==> src/rtl/cdm_regs.vh <==
// register map and constants for the card dma request mask block
// assumes an apb slave with 32-bit data, one aligned word per register
`ifndef CDM_REGS_VH
`define CDM_REGS_VH

// ----------------------------------------------------------------------
// register indexes, byte address is four times the index
// ----------------------------------------------------------------------
`define CDM_IDX_STATUS       6'h08
`define CDM_IDX_SW_REQUEST   6'h09
`define CDM_IDX_MASTER_CLEAR 6'h0D
`define CDM_IDX_REQ_MASK     6'h0F

// ----------------------------------------------------------------------
// field positions
// ----------------------------------------------------------------------
`define CDM_MASK_BIT         0
`define CDM_STAT_TC_LSB      0
`define CDM_STAT_TC_MSB      3
`define CDM_STAT_REQ_LSB     4
`define CDM_STAT_REQ_MSB     7

// ----------------------------------------------------------------------
// reset values
// ----------------------------------------------------------------------
`define CDM_MASK_RESET       1'h1
`define CDM_REG_WIDTH        8

`endif

==> src/rtl/cdm_apb_slave.v <==
// apb slave front end: two wait states, registered answer
// assumes the master holds each request stable until pready is seen high
`timescale 1ns/1ps

module cdm_apb_slave (
  input  wire        core_clk_in,
  input  wire        rstn_in,
  input  wire        ce_in,
  input  wire        psel_in,
  input  wire        penable_in,
  input  wire        pwrite_in,
  input  wire [7:0]  paddr_in,
  input  wire [31:0] rd_data_in,
  input  wire        rd_err_in,
  output wire [5:0]  index_out,
  output wire        wr_done_out,
  output wire        rd_done_out,
  output reg  [31:0] prdata_out,
  output reg         pready_out,
  output reg         pslverr_out
);

  // --------------------------------------------------------------------
  // one-hot access sequencer
  // --------------------------------------------------------------------
  localparam [2:0] ST_IDLE = 3'h1;
  localparam [2:0] ST_WAIT = 3'h2;
  localparam [2:0] ST_DONE = 3'h4;

  reg  [2:0] state_q;
  reg  [2:0] state_d;
  wire       access;

  assign access      = psel_in & penable_in;
  assign index_out   = paddr_in[7:2];
  // completion edge is the one where pready is already high
  assign wr_done_out = ce_in & access & state_q[2] & pwrite_in;
  assign rd_done_out = ce_in & access & state_q[2] & ~pwrite_in;

  always @* begin
    state_d = state_q;
    case (state_q)
      ST_IDLE: if (access) state_d = ST_WAIT;
      ST_WAIT: state_d = ST_DONE;
      ST_DONE: state_d = ST_IDLE;
      default: state_d = ST_IDLE;
    endcase
  end

  always @(posedge core_clk_in or negedge rstn_in) begin
    if (!rstn_in) begin
      state_q     <= ST_IDLE;
      pready_out  <= 1'h0;
      pslverr_out <= 1'h0;
      prdata_out  <= 32'h0;
    end else if (ce_in) begin
      state_q     <= state_d;
      pready_out  <= state_d[2];
      if (state_d[2]) begin
        // read data sampled one cycle before completion, held with pready
        prdata_out  <= pwrite_in ? 32'h0 : rd_data_in;
        pslverr_out <= rd_err_in;
      end else begin
        prdata_out  <= 32'h0;
        pslverr_out <= 1'h0;
      end
    end
  end

endmodule // cdm_apb_slave

==> src/rtl/cdm_req_gate.v <==
// card request gate: samples the card request and presence lines
// assumes both inputs are synchronous to core_clk_in
`timescale 1ns/1ps

module cdm_req_gate (
  input  wire core_clk_in,
  input  wire rstn_in,
  input  wire ce_in,
  input  wire card_dreq_in,
  input  wire card_present_in,
  input  wire request_mask_flag_in,
  output reg  dreq_level_out,
  output wire removed_out,
  output reg  gated_req_out
);

  reg present_q;

  // a falling presence line is a removal
  assign removed_out = ce_in & present_q & ~card_present_in;

  always @(posedge core_clk_in or negedge rstn_in) begin
    if (!rstn_in) begin
      present_q      <= 1'h0;
      dreq_level_out <= 1'h0;
      gated_req_out  <= 1'h0;
    end else if (ce_in) begin
      present_q      <= card_present_in;
      dreq_level_out <= card_dreq_in;
      // masked requests never reach the transfer logic
      gated_req_out  <= card_dreq_in & ~request_mask_flag_in
                        & card_present_in;
    end
  end

endmodule // cdm_req_gate

==> src/rtl/cdm_top.v <==
// card dma request mask block: register file, mask flag and request gating
// assumes an apb master on core_clk_in and card lines synchronous to it
//
// Implementation choice: the APB interface to the registers.
`timescale 1ns/1ps
`include "cdm_regs.vh"

module cdm_top (
  input  wire        core_clk_in,
  input  wire        rstn_in,
  input  wire        ce_in,
  input  wire        psel_in,
  input  wire        penable_in,
  input  wire        pwrite_in,
  input  wire [7:0]  paddr_in,
  input  wire [31:0] pwdata_in,
  input  wire [3:0]  pstrb_in,
  output wire [31:0] prdata_out,
  output wire        pready_out,
  output wire        pslverr_out,
  input  wire        card_dreq_in,
  input  wire        card_present_in,
  input  wire        xfer_tc_in,
  output reg         service_req_out,
  output reg         sw_req_out,
  output reg         master_clear_out,
  output reg         request_mask_flag_out
);

  // --------------------------------------------------------------------
  // bus front end
  // --------------------------------------------------------------------
  wire [5:0]  index;
  wire        wr_done;
  wire        rd_done;
  reg  [31:0] rd_data;
  reg         rd_err;

  cdm_apb_slave u_apb (
    .core_clk_in (core_clk_in),
    .rstn_in     (rstn_in),
    .ce_in       (ce_in),
    .psel_in     (psel_in),
    .penable_in  (penable_in),
    .pwrite_in   (pwrite_in),
    .paddr_in    (paddr_in),
    .rd_data_in  (rd_data),
    .rd_err_in   (rd_err),
    .index_out   (index),
    .wr_done_out (wr_done),
    .rd_done_out (rd_done),
    .prdata_out  (prdata_out),
    .pready_out  (pready_out),
    .pslverr_out (pslverr_out)
  );

  // --------------------------------------------------------------------
  // address decode
  // --------------------------------------------------------------------
  wire hit_status;
  wire hit_sw_req;
  wire hit_mclr;
  wire hit_mask;
  wire lane0;

  assign hit_status = (index == `CDM_IDX_STATUS);
  assign hit_sw_req = (index == `CDM_IDX_SW_REQUEST);
  assign hit_mclr   = (index == `CDM_IDX_MASTER_CLEAR);
  assign hit_mask   = (index == `CDM_IDX_REQ_MASK);
  // all registers are one byte wide, so only lane 0 carries data
  assign lane0      = pstrb_in[0];

  wire wr_mask;
  wire wr_sw_req;
  wire mclr;
  wire rd_status;

  assign wr_mask   = wr_done & hit_mask & lane0;
  assign wr_sw_req = wr_done & hit_sw_req & lane0;
  // master clear acts on any write, whatever its data or strobes
  assign mclr      = wr_done & hit_mclr;
  assign rd_status = rd_done & hit_status;

  // --------------------------------------------------------------------
  // card side sampling
  // --------------------------------------------------------------------
  wire dreq_level;
  wire removed;
  wire gated_req;

  cdm_req_gate u_gate (
    .core_clk_in          (core_clk_in),
    .rstn_in              (rstn_in),
    .ce_in                (ce_in),
    .card_dreq_in         (card_dreq_in),
    .card_present_in      (card_present_in),
    .request_mask_flag_in (request_mask_flag_out),
    .dreq_level_out       (dreq_level),
    .removed_out          (removed),
    .gated_req_out        (gated_req)
  );

  // --------------------------------------------------------------------
  // request mask flag
  // --------------------------------------------------------------------
  // removal wins over a software clear in the same cycle, so a card
  // pulled during the write never leaves the channel open
  reg mask_d;

  always @* begin
    mask_d = request_mask_flag_out;
    if (wr_mask)
      mask_d = pwdata_in[`CDM_MASK_BIT];
    if (mclr)
      mask_d = `CDM_MASK_RESET;
    if (removed)
      mask_d = 1'h1;
  end

  always @(posedge core_clk_in or negedge rstn_in) begin
    if (!rstn_in) begin
      request_mask_flag_out <= `CDM_MASK_RESET;
    end else if (ce_in) begin
      request_mask_flag_out <= mask_d;
    end
  end

  // --------------------------------------------------------------------
  // terminal count flag
  // --------------------------------------------------------------------
  // cleared by a status read or master clear; a new count in the same
  // cycle wins so it is never lost
  reg tc_q;

  always @(posedge core_clk_in or negedge rstn_in) begin
    if (!rstn_in) begin
      tc_q <= 1'h0;
    end else if (ce_in) begin
      if (xfer_tc_in)
        tc_q <= 1'h1;
      else if (rd_status | mclr)
        tc_q <= 1'h0;
    end
  end

  // --------------------------------------------------------------------
  // software request
  // --------------------------------------------------------------------
  // any write with lane 0 strobed arms it; it stands until master clear or removal
  always @(posedge core_clk_in or negedge rstn_in) begin
    if (!rstn_in) begin
      sw_req_out <= 1'h0;
    end else if (ce_in) begin
      if (mclr | removed)
        sw_req_out <= 1'h0;
      else if (wr_sw_req)
        sw_req_out <= 1'h1;
    end
  end

  // --------------------------------------------------------------------
  // outputs toward the transfer logic
  // --------------------------------------------------------------------
  // gated_req already reflects the mask; it is held low across a clear
  always @(posedge core_clk_in or negedge rstn_in) begin
    if (!rstn_in) begin
      service_req_out  <= 1'h0;
      master_clear_out <= 1'h0;
    end else if (ce_in) begin
      service_req_out  <= gated_req & ~request_mask_flag_out
                          & ~mclr;
      master_clear_out <= mclr;
    end
  end

  // --------------------------------------------------------------------
  // read mux
  // --------------------------------------------------------------------
  // the four request bits repeat the single socket's line, one per slot
  wire [3:0] req_bits;
  wire [3:0] tc_bits;

  genvar g;
  generate
    for (g = 0; g < 4; g = g + 1) begin : g_stat
      assign req_bits[g] = dreq_level;
      assign tc_bits[g]  = tc_q;
    end
  endgenerate

  always @* begin
    rd_data = 32'h0;
    rd_err  = 1'h0;
    if (hit_status)
      rd_data[`CDM_STAT_REQ_MSB:`CDM_STAT_TC_LSB] = {req_bits, tc_bits};
    else if (hit_mask)
      rd_data[`CDM_MASK_BIT] = request_mask_flag_out;
    else if (hit_sw_req | hit_mclr)
      rd_data = 32'h0;
    else
      rd_err = 1'h1;
  end

endmodule // cdm_top

==> config.mk <==
export PLATFORM = sky130hd
export DESIGN_NAME = cdm_top
export DESIGN_NICKNAME = d
export VERILOG_FILES = /design/src/rtl/cdm_apb_slave.v /design/src/rtl/cdm_req_gate.v /design/src/rtl/cdm_top.v
export VERILOG_INCLUDE_DIRS = /design/src /design/src/rtl
export SDC_FILE = /design/constraint.sdc
export NUM_CORES = 1
export LEC_CHECK = 0
export BUFFER_PORTS_ARGS = -buffer_cell sky130_fd_sc_hd__buf_2
export CAP_MARGIN = 20
export CORE_ASPECT_RATIO = 1.75
export CORE_MARGIN = 3
export CORE_UTILIZATION = 36
export DETAILED_ROUTE_END_ITERATION = 10
export PLACE_DENSITY_LB_ADDON = 0.08
export SLEW_MARGIN = 20
export SYNTH_ARGS = -nofsm -noshare
export SYNTH_HDL_FRONTEND = slang
export SYNTH_SLANG_ARGS = --single-unit
==> constraint.sdc <==
create_clock -name core_clk_in -period 1.5 [get_ports core_clk_in]
set_input_delay 0.15 -clock core_clk_in [delete_from_list [all_inputs] [get_ports core_clk_in]]
set_output_delay 0.15 -clock core_clk_in [all_outputs]
set_load 0.03 [all_outputs]
Word-level counts from Yosys, hierarchy flattened
Cells that the tools add are included.
W data, S select, Z words.
- mux-type cells: 17
- reductions and logical operators: 7
- equal/unequal tests: 7
- bitwise operators: 24
- operators with widths (operator ; count):
    $mux W32 ; 1
    $eq A6 B4 Y1 const B ; 4
    $and A1 B1 Y1 ; 17
    $mux W8 ; 2
    $mux W1 ; 12
    $reduce_and A2 Y1 ; 4
    $pmux W3 S2 ; 1
    $not A1 Y1 ; 4
    $reduce_bool A2 Y1 ; 2
    $eq A3 B1 Y1 const B ; 1
    $eq A3 B2 Y1 const B ; 1
    $mux W3 ; 1
    $or A1 B1 Y1 ; 3
    $reduce_bool A3 Y1 ; 1
    $ne A2 B1 Y1 const B ; 1
- bits in registers: 44
- input bits: 53
- output and inout port bits: 38
- word-level logic and storage cells: 67

Depth between registers and ports, before layout
- depth after elaboration: 9
- gate-level depth with buffers: 5

By module
Synthesis repeated with hierarchy kept, for this count alone.
- cells, all modules: 141
- area, all modules: 1826.8 sq um
- modules (own cells, without submodules) (module ; cells each ; area each (sq um) ; times used):
    cdm_apb_slave ; 96 ; 1381.3 ; 1
    cdm_top ; 35 ; 322.8 ; 1
    cdm_req_gate ; 10 ; 122.6 ; 1

Worst setup path after synthesis
OpenSTA, ideal clock, no wires.
- path kind: register -> register
- start point: reg u_apb.state_q[2]
- end point: reg tc_q
- data required time: 1379 ps
- slack: 198 ps
- buffers on the path: 0
- library setup time: 121 ps
- stages on the path, launching flop included: 5
- arrival: 1181 ps
- cells stage by stage: dfrtp_1 -> nand4_1 -> nor4_4 -> nor2b_1 -> a22o_1
- longest elaborated chain between the ends: 6
- elaborated cells on any way between the ends: 8
- ends and longest elaborated chain (item ; line ; RTL):
    from (decl) ; cdm_apb_slave.v:30 ; reg [2:0] state_q;
    from (signal assigned) ; cdm_apb_slave.v:57 ; state_q <= state_d;
    $and A1 B1 Y1 * ; cdm_apb_slave.v:37, cdm_apb_slave.v:38 ;
    $and A1 B1 Y1, on equally long branches ; cdm_apb_slave.v:38, cdm_apb_slave.v:37 ;
    $and A1 B1 Y1, on equally long branches ; cdm_top.v:82, cdm_top.v:81 ;
    $or A1 B1 Y1 * ; cdm_top.v:141 ; else if (rd_status | mclr)
    $reduce_bool A2 Y1 (no line) * ; -- ;
    $reduce_and A2 Y1 (no line) * ; -- ;
    to (signal assigned) ; cdm_top.v:137 ; tc_q <= 1'h0;
    to (signal assigned) ; cdm_top.v:140 ; tc_q <= 1'h1;
    to (signal assigned) ; cdm_top.v:142 ; tc_q <= 1'h0;
    to (decl) ; cdm_top.v:133 ; reg tc_q;
Mark *: on every way between the ends. The rest lies on a longest branch, timed or not.
A chain may end at the register's enable or synchronous reset.

Worst setup path after layout
- start point: reg u_apb.state_q[2]
- end point: reg u_apb.prdata_out[0]
- longest elaborated chain between the ends: 3
- elaborated cells on any way between the ends: 5
- ends and longest elaborated chain (item ; line ; RTL):
    $eq A3 B2 Y1, or another cell as far along ; cdm_apb_slave.v:42 ; case (state_q)
    $pmux W3 S2 * ; cdm_apb_slave.v:42 ;
    $mux W32 * ; cdm_apb_slave.v:59 ; if (state_d[2]) begin
    to (signal assigned) ; cdm_apb_slave.v:61 ; prdata_out <= pwrite_in ? 32'h0 : rd_data_in;
    to (decl) ; cdm_apb_slave.v:18 ; output reg [31:0] prdata_out,
Mark *: on every way between the ends. The rest lies on a longest branch, timed or not. The select of a mux whose other input is x is not followed.

==> run metrics <==
run status=finished, final reports clean; maximum vdd drop=0.456 mV; Setup WS pre-CTS=about 0.16 ns; hold_sp=xfer_tc_in; # DRC=0; die width=roughly 45 µm; CP startpoint kind=flip-flop; PwrDens=889 nW/µm²; R2R setup slack=~0.22 ns; met1 usage=0.128; GR Util All Layers=0.128; post-CTS sizing=0; DPL Wire Length=about 1600 µm; Inserted Clock Buffers=3; vias in the first global route=655; arrival time at the worst endpoint=around 1.5 ns; Die Y=around 74 µm; Final Critical Period=between 1 and 1.5 ns; syn avg cell area=between 9 and 10 µm²; highest clock rate=~780 MHz; Hold-fix buffers, CTS=1; Final Worst Setup Slack=around 0.22 ns; Area Overhead vs Synth=12.0%; Final Cycle Share=0.856; Die Outline Area=~3300 µm²; RSZ-0062 raised after global routing=no; post-synthesis register bit count=15; Antenna diodes=0; count of pins over their slew limit=0; Core Area=2390 µm²; met2 Track Usage GR=0.224; Synth cell types=32; commonest non-fill, non-tap cell in the layout=buf_2; antenna violations before repair=0; highest-count cells in the layout ignoring fill and taps=buf_2 (30), conb_1 (24), dfrtp_1 (13); htree depth=1; Multi-input gate area=a little over 400 µm²; postcts setup bufs=0; worst r2r src=u_apb.state_q[2]; CP startpoint=u_apb.state_q[2]; grt peak-use layer=met2; worst clock skew=0.00285 ns; largest net degree at the start of global routing=16; nets@finish=roughly 180; required time of the critical path=1.69 ns; gr ovfl total=0; FF-to-FF path depth=4; Total Wirelength=around 1900 µm; DRT iter0 DRCs=6; CTS sink cnt=15; Pleak=around 0.56 nW; first-pass GRT wire length=2990 µm; fillcell total=255; Mapped Area=940 µm²; gpl congestion=about 0.76; MaxCap Viol Count=0; sequential standard cell area=approximately 380 µm²; DRT Pass-1 Iters=3; Post-Syn Instances=95; critical path endpoint=u_apb.prdata_out[0]; Top Ports=91; Final Hold Fails=0; ANT nets after route=0; routed len/inst=12.5 µm; Starting Density=0.393; CP endpoint kind=flip-flop; synth warn=0; number of vias per cell=around 4.6; share of cells above drive strength 1=0.352; CTS tree=yes; crit path kind=flip-flop to flip-flop; grt met3 use=0.0245; FP Rows=23; Max Root-Sink Buffers=2; Worst Path Max Fanout=5; Final Setup Violations=0; Fin Setup TNS=0 ns; Hold/Removal Path Class=primary input to flip-flop; routed via count=roughly 700; port bufs=30; clk_lat worst skew=0.25 ns; Clock Pin Slew Worst Setup and Hold Paths=about 0.06 ns; root buf cell=clkbuf_8; register area share after synthesis=0.402; RR Endpoint=u_apb.prdata_out[0]
-- cell type report --
cell class	instances	area share
Sequential cell	15	0.359
Clock buffer	4	0.0428
Multi-Input combinational cell	69	0.388
Inverter	4	0.0143
Tap cell	25	0.0297
Timing Repair Buffer	33	0.166
-- layer usage --
metal	part of all wire	wire length (µm)
met5	0	0
met3	0.057	107
met4	0.030	56
met1	0.33	622
met2	0.58	1090
-- power by group --
part | internal, mW | switching (mW)
clock network | 0.189 | 0.147
logic | 0.0391 | 0.129
registers | 0.422 | 0.00932
total | 0.649 | 0.286
-- critical path, stage by stage (launching register included) --
cell	delay, ns
dfrtp_1	0.42
inv_1	0.11
nand4b_1	0.20
nor3_2	0.32
a221o_1	0.18
-- synthesized netlist by cell type --
master     number  area, µm²
a221o_1         1       10.0
buf_4          30        225
or3b_4          1       11.3
a31oi_1         2       12.5
o2bb2ai_1       2       17.5
nor2b_1         2       12.5
and3_1          2       12.5
dfrtp_1        13        325
nand4b_1        1       8.76
nor2_1          4       15.0
nor3_2          1       10.0
nand2_1         5       18.8
or2_2           1       6.26
nor3b_1         1       7.51
o21ai_0         2       10.0
nor4b_1         1       8.76
clkinv_1        1       3.75
a22o_1          3       26.3
inv_1           3       11.3
a21o_2          1       8.76
and4_1          1       8.76
a21o_1          1       7.51
conb_1          1       3.75
nand4_1         2       12.5
a21oi_1         2       10.0
nor4_4          1       21.3
nor4_1          1       6.26
dfstp_2         2       52.6
mux2_2          2       22.5
nand3_1         3       15.0
or4_1           1       7.51
a32o_1          1       10.0
-- flip-flops by register name, indices dropped and copies added, names as in the netlist --
| register | cells |
|---|---|
| tc_q | 1 |
| request_mask_flag_out | 1 |
| sw_req_out | 1 |
| u_apb.pslverr_out | 1 |
| u_gate.dreq_level_out | 1 |
| u_apb.prdata_out | 3 |
| u_gate.gated_req_out | 1 |
| service_req_out | 1 |
| u_apb.state_q | 3 |
| master_clear_out | 1 |
| u_gate.present_q | 1 |
-- kinds of logic after synthesis --
| family | share of synthesized area |
|---|---|
| DFF | 0.402 |
| muxes | 0.0240 |
| other | 0.00399 |
| buffers and inverters | 0.256 |
| and+or+nand+nor | 0.194 |
| AOI/OAI and AO/OA | 0.120 |
-- worst min path at each step --
stage                                  to  slack [ns]  cells after the start
floorplan                master_clear_out       -0.15                      0
global placement          service_req_out        0.08                      1
detailed placement  u_gate.dreq_level_out        0.09                      1
CTS                                  tc_q        0.12                      2
global route                         tc_q        0.14                      2
finish                               tc_q        0.13                      2
-- through the flow --
stage	total power [mW]	instance area (µm²)	hold WS [ns]	util	instances
finish	0.935	1050	0.128	0.441	150
global route	0.989	1050	0.139	0.441	150
CTS	0.953	1050	0.120	0.441	150
detailed placement	0.605	997	0.0867	0.417	145
global placement	0.603	997	0.0762	0.417	145
floorplan	0.606	1030	-0.146	-	118
Note: power is estimated with default switching activity, not from simulation.
